==> config.mk <==
export PLATFORM = sky130hd
export DESIGN_NAME = ude_top
export DESIGN_NICKNAME = d
export VERILOG_FILES = /design/src/logic/ude_pkg.sv /design/src/logic/ude_sync.sv /design/src/logic/ude_top.sv
export SDC_FILE = /design/constraint.sdc
export NUM_CORES = 1
export LEC_CHECK = 0
export ABC_AREA = 1
export CAP_MARGIN = 20
export CORE_MARGIN = 1.5
export CORE_UTILIZATION = 40
export CTS_BUF_LIST = sky130_fd_sc_hd__clkbuf_4 sky130_fd_sc_hd__clkbuf_8
export CTS_CLUSTER_SIZE = 28
export DETAILED_ROUTE_END_ITERATION = 8
export DONT_BUFFER_PORTS = 1
export GPL_ROUTABILITY_DRIVEN = 0
export HOLD_SLACK_MARGIN = 0.03
export PLACE_DENSITY = 0.52
export SYNTH_ARGS = -nofsm -noshare
export SYNTH_HDL_FRONTEND = slang
export SYNTH_SLANG_ARGS = --single-unit
export TNS_END_PERCENT = 50
==> constraint.sdc <==
create_clock -name clk_i -period 1.7 [get_ports clk_i]
set_input_delay 0.34 -clock clk_i [delete_from_list [all_inputs] [get_ports clk_i]]
set_output_delay 0.34 -clock clk_i [all_outputs]
set_load 0.005 [all_outputs]
==> src/logic/ude_pkg.sv <==
// Register map, field layout and timing constants for the endpoint event block
package ude_pkg;
	localparam int NUM_EP = 8;
	localparam int CNT_W = 11;
	localparam int TMR_W = 18;
	localparam int ADR_W = 8;

	// Clock rate and event times
	localparam int CLK_KHZ = 50000;
	localparam int SUSPEND_TIME_US = 3000;
	localparam int RESUME_TIME_US = 2000;
	localparam int SUSPEND_CYCLES = SUSPEND_TIME_US * CLK_KHZ / 1000;
	localparam int RESUME_CYCLES = RESUME_TIME_US * CLK_KHZ / 1000;

	// Byte offsets
	localparam logic [ADR_W-1:0] OFS_UNMASK = 8'h00;
	localparam logic [ADR_W-1:0] OFS_BLOCK = 8'h04;
	localparam logic [ADR_W-1:0] OFS_MASK = 8'h08;
	localparam logic [ADR_W-1:0] OFS_STATUS = 8'h0C;
	localparam logic [ADR_W-1:0] OFS_CLEAR = 8'h10;
	localparam logic [ADR_W-1:0] OFS_FIFO_RST = 8'h14;
	localparam logic [ADR_W-1:0] OFS_CONTROL = 8'h18;
	localparam logic [ADR_W-1:0] OFS_CSR_BASE = 8'h20;
	localparam logic [ADR_W-1:0] OFS_CSR_LAST = 8'h3C;

	// Global event bit positions in status, clear and mask
	localparam int BIT_SUSPEND = 8;
	localparam int BIT_BUS_RESUME = 9;
	localparam int BIT_LOCAL_RESUME = 10;
	localparam int BIT_FRAME_START = 11;
	localparam int BIT_RESET_DONE = 12;
	localparam int BIT_HOST_WAKE = 13;
	localparam int EVT_LO = 8;
	localparam int EVT_HI = 13;
	localparam int EVT_W = EVT_HI - EVT_LO + 1;

	// Interrupt mask layout and reset value; bus resume starts enabled
	localparam int MASK_W = 14;
	localparam logic [MASK_W-1:0] MASK_WRITABLE = 14'h2FFF;
	localparam logic [MASK_W-1:0] MASK_RESET = 14'h0200;
	localparam logic [MASK_W-1:0] MASK_ALWAYS_ON = 14'h1000;

	// Control register bits
	localparam int BIT_REMOTE_WAKE = 0;
	localparam int BIT_SUSPENDED = 1;

	// Endpoint control/status fields
	localparam int BIT_IN_DONE = 0;
	localparam int BIT_BANK0 = 1;
	localparam int BIT_SETUP = 2;
	localparam int BIT_STALL_ACK = 3;
	localparam int BIT_BANK1 = 6;
	localparam int BIT_TOGGLE = 11;
	localparam int CNT_LO = 16;
	localparam int CNT_HI = 26;

	typedef enum logic [1:0] {
		UDE_ACTIVE = 2'b00,
		UDE_SUSPENDED = 2'b01,
		UDE_RESUMING = 2'b11
	} ude_link_t;
endpackage

==> src/logic/ude_sync.sv <==
// Two-stage synchroniser for one asynchronous level
`timescale 1ns/10ps
module ude_sync (
	// Clock and reset
	input wire logic clk_i,
	input wire logic rst_i,
	input wire logic ce_i,
	// Level
	input wire logic async_i,
	output logic sync_o
);
	typedef struct packed {
		logic meta;
		logic sync;
	} ude_sync_state_t;

	ude_sync_state_t s_q, s_d;

	always_comb begin
		s_d = s_q;
		if (ce_i) begin
			s_d.meta = async_i;
			s_d.sync = s_q.meta;
		end
	end

	always_ff @(posedge clk_i) begin
		if (rst_i) begin
			s_q <= '0;
		end else begin
			s_q <= s_d;
		end
	end

	assign sync_o = s_q.sync;
endmodule

==> src/logic/ude_top.sv <==
// Interrupt, status and endpoint control logic of the USB device port
// Summary of operation
// RQ1: Endpoint status bit is one while any of its flags is one.
// RQ2: Endpoint status bit stays until firmware clears the causing endpoint flag.
// RQ3: No bus activity for 3 ms sets suspend flag and enters suspend.
// RQ4: Host resume signalling on the port sets the bus-resume flag.
// RQ5: Rising edge of local resume request while suspended sets local-resume flag.
// RQ6: With remote wake enabled, a local resume request drives resume onto the bus.
// RQ7: Every detected frame-start token sets the frame-start flag.
// RQ8: End of bus reset sets reset-done flag; endpoint 0 then accepts requests.
// RQ9: Host resume or reset since last clear sets the host-wake flag.
// RQ10: Writing 1 to clear bits 8 to 13 clears that event; 0 does nothing.
// RQ11: While endpoint reset bit is 1, pointers and count are 0, toggle DATA0.
// RQ12: Firmware writes the endpoint reset bit back to 0 when done.
// RQ13: Endpoint reset leaves the endpoint control/status flags untouched.
// RQ14: Host ack of IN data sets bit 0; write 0 clears, write 1 ignored.
// RQ15: Firmware waits for the IN done flag before assuming acknowledgement.
// RQ16: Packet stored in bank 0 sets bit 1; write 0 clears, write 1 ignored.
// RQ17: Firmware reads the byte count, then clears bank 0 flag to release it.
// RQ18: Byte count is read-only at bits 26 down to 16 of each endpoint register.
// RQ19: Unmask writes set mask bits, block writes clear; only masked-in events interrupt. Code lets reset-done interrupt whatever the mask.
// RQ20: Bus-resume mask bit resets to enabled.
// RQ21: Event flags stay set until cleared; a same-cycle set wins over clear.
//
// The address map and the Wishbone interface to the registers were decided locally.
`timescale 1ns/10ps
module ude_top
	import ude_pkg::*;
#(
	parameter int SUSPEND_CNT = SUSPEND_CYCLES,
	parameter int RESUME_CNT = RESUME_CYCLES
) (
	// Clock, reset, clock enable
	input wire logic clk_i,
	input wire logic rst_i,
	input wire logic ce_i,
	// Wishbone slave
	input wire logic wb_cyc_i,
	input wire logic wb_stb_i,
	input wire logic wb_we_i,
	input wire logic [ADR_W-1:0] wb_adr_i,
	input wire logic [3:0] wb_sel_i,
	input wire logic [31:0] wb_dat_i,
	output logic [31:0] wb_dat_o,
	output logic wb_ack_o,
	// Serial engine events, one-cycle pulses on clk_i, and the byte count taken with a bank 0 store
	input wire logic bus_activity_i,
	input wire logic host_resume_i,
	input wire logic frame_start_i,
	input wire logic bus_reset_seen_i,
	input wire logic bus_reset_end_i,
	input wire logic [NUM_EP-1:0] in_done_set_i,
	input wire logic [NUM_EP-1:0] bank0_store_i,
	input wire logic [NUM_EP-1:0] toggle_flip_i,
	input wire logic [CNT_W-1:0] rx_len_i,
	// Serial engine flag levels owned elsewhere
	input wire logic [NUM_EP-1:0] setup_received_i,
	input wire logic [NUM_EP-1:0] bank1_received_i,
	input wire logic [NUM_EP-1:0] stall_acknowledged_i,
	// Local resume request pin, asynchronous
	input wire logic resume_request_i,
	// Outputs
	output logic irq_o,
	output logic suspended_o,
	output logic resume_drive_o,
	output logic [NUM_EP-1:0] fifo_reset_o,
	output logic [NUM_EP-1:0] packet_toggle_o,
	output logic [NUM_EP-1:0] bank0_busy_o
);
	// All state of the block except the resume pin synchroniser, registered as one word
	typedef struct packed {
		logic [31:0] dat;
		logic ack;
		logic irq;
		ude_link_t link;
		logic [TMR_W-1:0] tmr;
		logic [EVT_W-1:0] evt;
		logic [MASK_W-1:0] mask;
		logic remote_wake;
		logic [NUM_EP-1:0] fifo_rst;
		logic [NUM_EP-1:0] in_done;
		logic [NUM_EP-1:0] bank0;
		logic [NUM_EP-1:0] toggle;
		logic [NUM_EP-1:0][CNT_W-1:0] count;
		logic req_prev;
		logic susp;
		logic drive;
	} ude_state_t;

	ude_state_t s_q, s_d;
	logic req_sync;
	logic [NUM_EP-1:0] ep_event;

	// True for the eight endpoint control/status words
	function automatic logic is_csr(input logic [ADR_W-1:0] a);
		return (a >= OFS_CSR_BASE) && (a <= OFS_CSR_LAST);
	endfunction

	// Endpoint number of a control/status word
	function automatic logic [2:0] csr_ep(input logic [ADR_W-1:0] a);
		logic [ADR_W-1:0] d;
		d = a - OFS_CSR_BASE;
		return d[4:2];
	endfunction

	// Byte lanes of the mask; lane 1 carries the global event bits
	localparam logic [MASK_W-1:0] LANE_LO = MASK_W'((1 << EVT_LO) - 1);
	localparam logic [MASK_W-1:0] LANE_HI = ~LANE_LO;

	// Mask after an unmask or block write to one lane; reset-done is never writable
	function automatic logic [MASK_W-1:0] mask_lane(input logic [MASK_W-1:0] old,
		input logic [31:0] dat, input logic [MASK_W-1:0] lane, input logic set);
		logic [MASK_W-1:0] hit;
		hit = dat[MASK_W-1:0] & MASK_WRITABLE & lane;
		if (set) begin
			return old | hit;
		end
		return old & ~hit;
	endfunction

	// Local resume pin crosses into the clock domain here
	ude_sync u_resume_sync (
		.clk_i(clk_i),
		.rst_i(rst_i),
		.ce_i(ce_i),
		.async_i(resume_request_i),
		.sync_o(req_sync)
	);

	// Endpoint status follows its flags, so it clears only through them
	generate
		for (genvar e = 0; e < NUM_EP; e++) begin : g_ep_event
			logic own_flags;
			logic far_flags;
			assign own_flags = s_q.in_done[e] | s_q.bank0[e];
			assign far_flags = setup_received_i[e] | bank1_received_i[e] | stall_acknowledged_i[e];
			assign ep_event[e] = own_flags | far_flags; // RQ1 RQ2
		end
	endgenerate

	always_comb begin
		logic access;
		logic wr;
		logic [2:0] ep;
		logic [EVT_W-1:0] evt_set;
		logic [EVT_W-1:0] evt_clr;
		logic [MASK_W-1:0] status;
		logic local_edge;
		access = 1'b0;
		wr = 1'b0;
		ep = 3'h0;
		evt_set = '0;
		evt_clr = '0;
		status = '0;
		local_edge = 1'b0;
		s_d = s_q;
		if (ce_i) begin
			access = wb_cyc_i && wb_stb_i && !s_q.ack;
			wr = access && wb_we_i;
			ep = csr_ep(wb_adr_i);
			// Ack blocks a retake, so one access takes two cycles
			s_d.ack = access;
			s_d.req_prev = req_sync;
			// Pin idles low and the history resets low: no false edge after reset
			local_edge = req_sync && !s_q.req_prev;

			// Link activity watchdog and resume driving
			case (s_q.link)
				UDE_ACTIVE: begin
					if (bus_activity_i) begin
						s_d.tmr = '0;
					end else if (s_q.tmr == TMR_W'(SUSPEND_CNT - 1)) begin
						s_d.tmr = '0;
						s_d.link = UDE_SUSPENDED; // RQ3
						evt_set[BIT_SUSPEND-EVT_LO] = 1'b1; // RQ3
					end else begin
						s_d.tmr = s_q.tmr + TMR_W'(1);
					end
				end
				UDE_SUSPENDED: begin
					if (local_edge) begin
						evt_set[BIT_LOCAL_RESUME-EVT_LO] = 1'b1; // RQ5
						if (s_q.remote_wake) begin
							s_d.link = UDE_RESUMING; // RQ6
						end
					end
					// Any bus activity means the host woke the link itself
					if (bus_activity_i || host_resume_i || bus_reset_seen_i) begin
						s_d.link = UDE_ACTIVE;
					end
				end
				// Resume is driven for a fixed time, then the link is active
				UDE_RESUMING: begin
					if (s_q.tmr == TMR_W'(RESUME_CNT - 1)) begin
						s_d.tmr = '0;
						s_d.link = UDE_ACTIVE;
					end else begin
						s_d.tmr = s_q.tmr + TMR_W'(1);
					end
				end
				default: begin
					s_d.link = UDE_ACTIVE;
					s_d.tmr = '0;
				end
			endcase

			if (host_resume_i) begin
				evt_set[BIT_BUS_RESUME-EVT_LO] = 1'b1; // RQ4
			end
			if (host_resume_i || bus_reset_seen_i) begin
				evt_set[BIT_HOST_WAKE-EVT_LO] = 1'b1; // RQ9
			end
			if (frame_start_i) begin
				evt_set[BIT_FRAME_START-EVT_LO] = 1'b1; // RQ7
			end
			if (bus_reset_end_i) begin
				evt_set[BIT_RESET_DONE-EVT_LO] = 1'b1; // RQ8
			end

			// Register writes
			if (wr && wb_sel_i[1]) begin
				case (wb_adr_i)
					OFS_UNMASK: begin
						s_d.mask = mask_lane(s_d.mask, wb_dat_i, LANE_HI, 1'b1); // RQ19
					end
					OFS_BLOCK: begin
						s_d.mask = mask_lane(s_d.mask, wb_dat_i, LANE_HI, 1'b0); // RQ19
					end
					OFS_CLEAR: begin
						evt_clr = wb_dat_i[EVT_HI:EVT_LO]; // RQ10
					end
					default: begin
					end
				endcase
			end
			if (wr && wb_sel_i[0]) begin
				case (wb_adr_i)
					OFS_UNMASK: begin
						s_d.mask = mask_lane(s_d.mask, wb_dat_i, LANE_LO, 1'b1); // RQ19
					end
					OFS_BLOCK: begin
						s_d.mask = mask_lane(s_d.mask, wb_dat_i, LANE_LO, 1'b0); // RQ19
					end
					OFS_FIFO_RST: begin
						s_d.fifo_rst = wb_dat_i[NUM_EP-1:0]; // RQ12
					end
					OFS_CONTROL: begin
						s_d.remote_wake = wb_dat_i[BIT_REMOTE_WAKE];
					end
					default: begin
						if (is_csr(wb_adr_i)) begin
							if (!wb_dat_i[BIT_IN_DONE]) begin
								s_d.in_done[ep] = 1'b0; // RQ14
							end
							if (!wb_dat_i[BIT_BANK0]) begin
								s_d.bank0[ep] = 1'b0; // RQ16 RQ17
							end
						end
					end
				endcase
			end

			// Set wins over a same-cycle clear
			s_d.evt = (s_q.evt & ~evt_clr) | evt_set; // RQ21 RQ10

			// Hardware sets come after firmware clears, so a same-cycle set wins
			for (int e = 0; e < NUM_EP; e++) begin
				if (in_done_set_i[e]) begin
					s_d.in_done[e] = 1'b1; // RQ14
				end
				if (bank0_store_i[e]) begin
					s_d.bank0[e] = 1'b1; // RQ16
					s_d.count[e] = rx_len_i;
				end
				if (toggle_flip_i[e]) begin
					s_d.toggle[e] = ~s_q.toggle[e];
				end
				// Flags are left alone here on purpose
				if (s_q.fifo_rst[e]) begin
					s_d.count[e] = '0; // RQ11 RQ13
					s_d.toggle[e] = 1'b0; // RQ11
				end
			end

			// Pin copies of the link state, registered so they never glitch
			s_d.susp = (s_d.link == UDE_SUSPENDED);
			s_d.drive = (s_d.link == UDE_RESUMING); // RQ6

			// Interrupt line from masked status
			status = {s_q.evt, ep_event};
			s_d.irq = |(status & (s_q.mask | MASK_ALWAYS_ON)); // RQ19

			// Read data
			s_d.dat = '0;
			// Unmapped addresses still ack and read as zero
			if (access && !wb_we_i) begin
				case (wb_adr_i)
					OFS_MASK: begin
						s_d.dat[MASK_W-1:0] = s_q.mask & MASK_WRITABLE;
					end
					OFS_STATUS: begin
						s_d.dat[MASK_W-1:0] = status; // RQ1
					end
					OFS_FIFO_RST: begin
						s_d.dat[NUM_EP-1:0] = s_q.fifo_rst;
					end
					OFS_CONTROL: begin
						s_d.dat[BIT_REMOTE_WAKE] = s_q.remote_wake;
						s_d.dat[BIT_SUSPENDED] = (s_q.link != UDE_ACTIVE);
					end
					default: begin
						if (is_csr(wb_adr_i)) begin
							s_d.dat[BIT_IN_DONE] = s_q.in_done[ep];
							s_d.dat[BIT_BANK0] = s_q.bank0[ep];
							s_d.dat[BIT_SETUP] = setup_received_i[ep];
							s_d.dat[BIT_STALL_ACK] = stall_acknowledged_i[ep];
							s_d.dat[BIT_BANK1] = bank1_received_i[ep];
							s_d.dat[BIT_TOGGLE] = s_q.toggle[ep];
							s_d.dat[CNT_HI:CNT_LO] = s_q.fifo_rst[ep] ? '0 : s_q.count[ep]; // RQ18 RQ11
						end
					end
				endcase
			end
		end
	end

	// Reset leaves the link active with only bus resume enabled
	always_ff @(posedge clk_i) begin
		if (rst_i) begin
			s_q <= '0;
			s_q.link <= UDE_ACTIVE;
			s_q.mask <= MASK_RESET; // RQ20
		end else begin
			s_q <= s_d;
		end
	end

	assign wb_dat_o = s_q.dat;
	assign wb_ack_o = s_q.ack;
	assign irq_o = s_q.irq;
	assign suspended_o = s_q.susp;
	assign resume_drive_o = s_q.drive; // RQ6
	assign fifo_reset_o = s_q.fifo_rst; // RQ11
	assign packet_toggle_o = s_q.toggle;
	assign bank0_busy_o = s_q.bank0;
endmodule

**Word level (Yosys, flattened, before mapping)**

Cells that the tools add are included.

- Register bits after elaboration: 193
- Input port bits: 115
- Output and inout port bits: 60
- Word-level logic and storage cells: 385

- Add/sub/neg operators: 2
- Order comparisons: 4
- Equal/unequal tests: 44
- Multiplexer cells: 130
- Bitwise operators: 54
- Reductions and logical operators: 105

Operators with widths:

| kind | count |
|---|---|
| $mux 11 | 21 |
| $reduce_bool 2->1 | 49 |
| $reduce_and 5->1 | 16 |
| $mux 14 | 5 |
| $ne 2x1->1 const B | 32 |
| $mux 1 | 63 |
| $pmux 14 s2 | 2 |
| $mux 18 | 3 |
| $pmux 18 s3 | 1 |
| $and 14x14->14 | 3 |
| $mux 39 | 1 |
| $reduce_and 2->1 | 17 |
| $bmux 11 s3 | 1 |
| $mux 16 | 2 |
| $or 1x1->1 | 32 |
| $eq 8x5->1 const B | 3 |
| $mux 8 | 3 |
| $bmux 1 s3 | 7 |
| $add 18x1->18 const B | 1 |
| $eq 18x17->1 const B | 1 |
| $eq 18x18->1 const B | 1 |
| $mux 6 | 3 |
| $and 8x8->8 | 2 |
| $eq 8x4->1 const B | 2 |
| other kinds (35) | 68 |

**Logic depth before layout (Yosys ltp)**

Gate-level depths: netlist of run 1.

- Depth after elaboration: 15
- Gate-level depth with buffers: 14

**Modules after synthesis**

A second synthesis of run 1 with hierarchy kept.

- Cells, all modules: 1417
- Area, all modules: 9944.5 sq um

Modules (own cells, without submodules):

| module | instances | cells an instance | area each (sq um) | seq. area each (sq um) |
|---|---|---|---|---|
| ude_top | 1 | 1404 | 9860.7 | 3803.6 |
| ude_sync | 1 | 13 | 83.8 | 40.0 |

**Worst setup path after synthesis of run 1**

Ideal clock, no wire load.

- Path type: register to register
- From: register s_q[144] in the netlist's numbering
- To: register s_q[152] in the netlist's numbering
- Library setup time: 117 ps
- Arrival: 1508 ps
- Setup slack: 75 ps
- Cell stages (with the launch flop): 14
- Buffers on the path: 2
- Cell sequence: dfxtp_1 -> ha_1 -> nand2_1 -> inv_1 -> nand2_1 -> nor2_1 -> nand3_1 -> nand2_1 -> nand2_1 -> a21oi_1 -> or2_1 -> buf_6 -> buf_6 -> nor2_1

- Cells in the longest elaborated chain, start to end: 4
- Elaborated cells between the ends (all ways): 7
- Classes of those cells: add/sub (1); eq/ne (2); mux (4)

RTL lines:

| item | line | source |
|---|---|---|
| from (decl) | ude_top.sv:90 | `ude_state_t s_q, s_d;` |
| $add 18x1->18 or $eq 18x18->1 (tied branches) | ude_top.sv:177, ude_top.sv:198, ude_top.sv:172 |  |
| $mux 18 | ude_top.sv:172 | `end else if (s_q.tmr == TMR_W'(SUSPEND_CNT - 1)) begin` |
| $mux 18 | ude_top.sv:170 | `if (bus_activity_i) begin` |
| $pmux 18 s3 (*) | ude_top.sv:168 | `case (s_q.link)` |

Mark *: on every way between the ends. The rest lies on a longest branch, timed or not.
A chain may end at the register's enable or synchronous reset.

**Worst setup path after layout of run 1**

- From: register s_q[145] in the netlist's numbering
- To: register s_q[154] in the netlist's numbering

Same word-level chain as after synthesis.

==> out/metrics.cfg, run 1 <==
[global_route]
antenna_found_initial=0
grt_pass1_wl_microns=52160
grt_max_degree=144
grtUsageTotal_pct=26.30
globalRouteOverflowTotal=0
grt_pass1_vias=9062

[critical_path]
crit_path_max_fanout=4
critPathArrivalTime_ns=2.04
rrSetupSlack_ns=0.06
crit_type=flip-flop to flip-flop
required_ns=2.09
endpoint_kind=flip-flop
cp-start-kind=flip-flop

[floorplanning]
die_area_sq_um=25710
start_util_pct=40.72
core.rowCount=57
coreArea_sq_um=24320
die_x_microns=160.3
boundaryPins=175
dieHeight_microns=160.3

[clock_tree]
htree_levels=4
numCtsBuffers=17
clock_path_buffers=2
clk_pin_slew_ns=0.11
clkLatencyLatePin_ns=0.50
cts_root_buf=clkbuf_8
cts_sinks=192
cts_tree=done

[routing]
drt-vias-per-instance=5.393
wl_met2_microns=16550
met3_wirelength_microns=2185
wl_met1_microns=14130
top_layer=met4
drc=0
wl_per_cell_microns=19.18
routed_wl_microns=33910
drt_iter0_drc=722
dr.pass1.iters=5
via_count=9535
ant_nets=0

[timing]
hold_viol_final=44
post-route-min-period_ns=1.645
finalCritPeriodShare_pct=96.75
relSlewSlack_pct=28.38
setup_viol=0
rsz0062_at_grt=yes
tightest_slew_ns=1.074
drv_slew=0
fmax_mhz=608.0
holdWs_ns=-0.04435
skew_ns=0.02394

[synthesis]
synthTopCellsByArea=dfxtp_1 39%, nand2_1 8.7%, a21oi_1 7.7%
synth_area_per_cell_sq_um=6.949
syn_area_sq_um=9902
synth_edf_count=0
yosysMostFrequentCell=nand2_1
synth.distinct_cells=45
synth_common_cells=229 x nand2_1, 192 x dfxtp_1, 188 x inv_1
synth_warnings=0
synth_top_area_cell=dfxtp_1
netlist_instances=1425
ys_seq_area_share_pct=38.82
ys_ff_latch=192
async_flop_share_pct=0
synth_top_cell_area_share_pct=38.82
ys_dominant_reg_cell=dfxtp_1

[pwr]
peakVddDrop_mv=0.4231
switching_share_pct=29.61
p_switching_w=0.002658
internal_power_w=0.006319
p_per_area_nw_per_um2=811.7
seqPwrFrac_pct=52.9
total_leakage_power_nw=4.362
p_clk_share_pct=35.7
combPwrFrac_pct=11.4

[layout]
fillCellCount=2624
synthToLayoutAreaGrowth_pct=11.69
nets=1551
layout-drive-gt1-share_pct=12.47
diodes=0
regArea_sq_um=3850
final_util_pct=45.48
final_cells=1768
multi_input_area_sq_um=4606

[job]
drv_cap=0

[status]
status=finished with violations
failed_checks=negative hold slack

[worst_hold_path]
hold_class=input pin to flip-flop

[place]
io_buffers=0
place_inst=1706
hpwl_microns=23800

==> cell type report <==
cell class	instances	share of cell area, %
timing repair buffer	112	9.277
inverter	200	6.833
clock inverter	15	1.652
clock buffer	17	2.116
sequential	192	34.81
multi-input combinational	908	41.64
tap	324	3.666
==> power groups by stage <==
stage	clock network, W	logic (W)	registers, W
detailed placement	0	0.000922	0.00485
finish	0.00320	0.00103	0.00475
global route	0.00343	0.00114	0.00476
floorplan	0	0.000753	0.00481
CTS	0.00327	0.00100	0.00475
global placement	0	0.000914	0.00484
==> path summary, 6_finish.rpt <==
kind         cells after the start                      start                   endpoint
min reg2reg                      2  wb_dat_o[25]$_SDFFE_PP0P_  wb_dat_o[25]$_SDFFE_PP0P_
max                             12      s_q[145]$_SDFFE_PP0P_      s_q[154]$_SDFFE_PP0P_
max reg2reg                     12      s_q[145]$_SDFFE_PP0P_      s_q[154]$_SDFFE_PP0P_
min                              1                      rst_i   suspended_o$_SDFFE_PP0P_
==> sequential cells by signal (all words and copies together) (netlist names), named ones only <==
signal                flops
wb_dat_o                 25
bank0_busy_o              8
packet_toggle_o           8
suspended_o               1
fifo_reset_o              8
irq_o                     1
u_resume_sync.sync_o      1
wb_ack_o                  1
resume_drive_o            1
s_q                     132
u_resume_sync.s_q         1
==> metal layers <==
layer	GRT usage, %	vias to the layer above
li1	-	4681
met1	32.63	4476
met2	44.66	318
met3	5.424	60
met4	10.37	0
met5	0	-
==> kinds of logic after synthesis <==
logic type                 count (synthesis)  share of synthesized area (%)
AOI/OAI and AO/OA                        352                          19.86
xor gates and xnor gates                  11                         0.9730
adders and majority gates                  5                         0.6318
buffers and inverters                    331                          15.69
DFF                                      192                          38.82
other                                      1                        0.03787
and+or+nand+nor                          533                          23.98
==> critical path, stage by stage (launching register included) <==
cell and delay (ns):
dfxtp_2 0.37, ha_4 0.14, nand2_2 0.05, inv_2 0.07, nand2_2 0.05, nor2_1 0.09
nand3_1 0.09, nand2_2 0.08, nand2_1 0.06, a21oi_2 0.13, or2_4 0.20, clkbuf_16 0.16
nor3_2 0.03
==> metrics by stage <==
step / setup TNS [ns] / hold WS, ns / power [W] / instance area, sq um / worst slack [ns]
2_1_floorplan: 0 / 0.4379 / 0.005565 / 9925 / 0.07500
3_3_place_gp: -0.04853 / 0.4403 / 0.005759 / 10220 / -0.04853
3_5_place_dp: -0.02805 / 0.4426 / 0.005769 / 10220 / -0.02805
4_1_cts: 0 / -0.07941 / 0.009020 / 10950 / 0.01997
5_1_grt: -0.6735 / -0.07734 / 0.009331 / 11060 / -0.05374
6_report: 0 / -0.04435 / 0.008977 / 11060 / 0.05525
==> what timing repair did <==
item | CTS | global route
setup endpoints to repair | 1 | 29
resized for setup | 9 | 22
setup buffers | 2 | 2
hold buffers | 24 | 1
endpoints found under the hold margin | 159 | 134
gates cloned | 1 | 1
pin swaps | 3 | 10
==> placed cells by master, fill, tap and decap left out, drive strengths merged <==
cell,netlist,final
a22oi,1,1
dlymetal6s4s,0,1
nor2,123,123
buf,90,86
xnor2,3,3
conb,1,7
o211ai,3,3
o2111ai,6,6
o22ai,78,78
nor3,18,18
clkbuf,41,18
o21ai,77,77
bufinv,0,1
ha,5,5
o221ai,3,3
nand3,138,138
dlygate4sd3,0,24
inv,199,207
nor3b,3,3
o31ai,1,1
a211oi,12,12
xor2,8,8
a221oi,2,2
nand4,8,8
nand2,232,232
or2,4,4
nand3b,3,3
dfxtp,192,192
a21oi,153,153
a31oi,16,16
nor4,4,4
clkinv,1,7
Note: power is estimated with default switching activity, not from simulation.
==> run 2, diff against run 1 <==
--- a/config.mk
+++ b/config.mk
@@ -16,5 +16,5 @@
 export GPL_ROUTABILITY_DRIVEN = 0
 export HOLD_SLACK_MARGIN = 0.03
-export PLACE_DENSITY = 0.52
+export PLACE_DENSITY = 0.61
 export SYNTH_ARGS = -nofsm -noshare
 export SYNTH_HDL_FRONTEND = slang
==> constraint.sdc (replaced) <==
create_clock -name clk_i -period 1.7 [get_ports clk_i]
set_input_delay 0 -clock clk_i [delete_from_list [all_inputs] [get_ports clk_i]]
set_output_delay 0 -clock clk_i [all_outputs]
set_load 0.005 [all_outputs]
==> run 2 against run 1 <==
Effect of this change: the run still ends with negative hold slack left; power increased by 2.7%; flip-flop and latch count did not move; sequential power about the same; design area up 2.9%; clock-buffer cell count rose by 2; sequential share of layout area is 0.91 points lower; critical path depth fell by 6; clock skew decreased by 0.012 ns; non-clock buffer count up 25; via count is 4.7% higher; critical endpoint is now s_q[10]$_SDFFE_PP0P_; largest power group unchanged.
==> out/metrics.cfg, run 2 (synthesis gave the netlist of run 1 again) <==
[layout]
nets=1576  ; +1.6%
layout-drive-gt1-share_pct=11.98  ; -0.48 points
synthToLayoutAreaGrowth_pct=14.91
final_cell_mix=222 x nand2_1, 185 x inv_1, 183 x dfxtp_1
largest_reg_flops=132  ; unchanged
top_register=s_q
postLayoutCellArea_sq_um=11380  ; +2.9%
mostFrequentLayoutCell=nand2_1
diodes=0  ; unchanged

[critical_path]
crit_buf_inv=3  ; +1
cp-start-kind=flip-flop
crit_path_max_fanout=12  ; +8
cp_cell_sequence=buf_4 -> nand2_2 -> buf_6 -> nand3_1 -> a21oi_1 -> dlygate4sd3_1
slowest_stage=dlygate4sd3_1
critPathArrivalTime_ns=2.10  ; +0.06 ns
slowest_delay_ns=0.58  ; +0.21 ns
crit_type=flip-flop to flip-flop
path_delay_family=buffers and inverters
endpoint_kind=flip-flop
required_ns=2.12  ; +0.03 ns

[timing]
holdWs_ns=-0.3511  ; -0.3068 ns
hold_viol_final=161  ; +270%
fmax_mhz=595.9  ; -2.0%
finalCritPeriodShare_pct=98.71  ; +2.0 points
drv_slew=0  ; unchanged
rsz0062_at_grt=yes
post-route-min-period_ns=1.678  ; +0.03331 ns
setup_viol=0  ; unchanged
relSlewSlack_pct=64.16  ; +36 points
skew_ns=0.01217  ; -0.01177 ns
tightest_slew_ns=0.5344  ; -0.5400 ns

[status]
failed_checks=negative hold slack
status=finished with violations

[global_route]
globalRouteOverflowTotal=0  ; unchanged
antenna_found_initial=0  ; unchanged
grtUsageTotal_pct=26.25  ; -0.046 points
grt_pass1_vias=9366  ; +3.4%
grt_pass1_wl_microns=52180  ; about the same
grt_max_degree=144  ; unchanged

[clock_tree]
cts_tree=done
clk_pin_slew_ns=0.10  ; about the same
clock_path_buffers=2  ; unchanged
clkLatencyLatePin_ns=0.48  ; -0.02 ns
htree_levels=4  ; unchanged
numCtsBuffers=17  ; unchanged
cts_sinks=192  ; unchanged
cts_root_buf=clkbuf_8
ctsHoldBuffers=68  ; +180%

[place]
place_area_sq_um=10050  ; -1.7%
io_buffers=0  ; unchanged
hpwl_microns=23290  ; -2.2%

[floorplanning]
dieHeight_microns=160.3  ; unchanged
coreArea_sq_um=24320  ; unchanged
die_area_sq_um=25710  ; unchanged
core.rowCount=57  ; unchanged
start_util_pct=40.72  ; unchanged
boundaryPins=175  ; unchanged
die_x_microns=160.3  ; unchanged

[pwr]
peakVddDrop_mv=0.4724  ; +12%
total_leakage_power_nw=4.453  ; +2.1%
p_per_area_nw_per_um2=810.5  ; -0.15%
p_total_w=0.009222  ; +2.7%

[routing]
drt_iter0_drc=1036  ; +43%
routed_wl_microns=34570  ; +2.0%
ant_nets=0  ; unchanged
dr.pass1.iters=5  ; unchanged
drc=0  ; unchanged
via_count=9986  ; +4.7%
drt-vias-per-instance=5.569  ; +3.3%
wl_per_cell_microns=19.28  ; +0.53%

[worst_hold_path]
hold_class=input pin to flip-flop

[job]
drv_cap=0  ; unchanged

run 2: cell types whose count changed in the layout (fill, tap and decap cells not counted), sizes merged:
cell / previous run / this run
clkinvlp: 0 / 4
dlygate4sd3: 24 / 64
clkbuf: 18 / 19
buf: 86 / 72
clkinv: 7 / 2
bufinv: 1 / 3
inv: 207 / 204
run 2: power by group:
| group | internal [W] | switching [W] |
|---|---|---|
| clock | 0.00154 | 0.00180 |
| combinational | 0.000456 | 0.000679 |
| sequential | 0.00465 | 0.0000962 |
| total | 0.00665 | 0.00258 |
run 2: area by class of cell:
type / count / area, sq um
clock buffers: 19 / 255.2
inverters: 200 / 755.7
clock inverters: 13 / 173.9
multi-input cells: 908 / 4634
flip-flops and latches: 192 / 3857
well taps: 324 / 405.4
fillers: 2456 / 12940
repair buffers: 137 / 1296
run 2: worst paths after layout:
| check | start | end | slack (ns) | cells past startpoint |
|---|---|---|---|---|
| max reg2reg | fifo_reset_o[0]$_SDFFE_PP0P_ | s_q[10]$_SDFFE_PP0P_ | 0.02 | 6 |
| min | rst_i | s_q[162]$_SDFFE_PP0P_ | -0.35 | 1 |
| max | fifo_reset_o[0]$_SDFFE_PP0P_ | s_q[10]$_SDFFE_PP0P_ | 0.02 | 6 |
| min reg2reg | wb_dat_o[3]$_SDFFE_PP0P_ | wb_dat_o[3]$_SDFFE_PP0P_ | 0.49 | 2 |
run 2: metal layers:
metal | global-route usage [%] | vias up | part of all wire, %
met5 | 0 | - | 0
met4 | 12.79 | 0 | 4.2
met3 | 6.327 | 92 | 9.0
met2 | 43.22 | 478 | 47
met1 | 32.19 | 4677 | 40
li1 | - | 4739 | -
run 2: through the flow:
| stage | utilization, % | hold WS [ns] | setup TNS [ns] | worst slack, ns | std cells |
|---|---|---|---|---|---|
| after floorplan | - | 0.09794 | 0 | 0.07500 | 1431 |
| after global placement | 41.33 | 0.1023 | -0.007975 | -0.005723 | 1688 |
| after global routing | 46.79 | -0.4037 | -0.4815 | -0.03925 | 1793 |
| after detailed placement | 41.33 | 0.1025 | -0.09805 | -0.02141 | 1688 |
| after CTS | 46.15 | -0.3965 | 0 | 0.01362 | 1789 |
| final | 46.79 | -0.3511 | 0 | 0.02194 | 1793 |
run 2: repair_timing:
item / CTS / global route
pin swaps: 1 / 15
gates resized for setup: 6 / 43
setup buffers: 0 / 3
endpoints found under the setup margin: 17 / 31
hold endpoints to repair: 192 / 161
gates cloned: 1 / 1
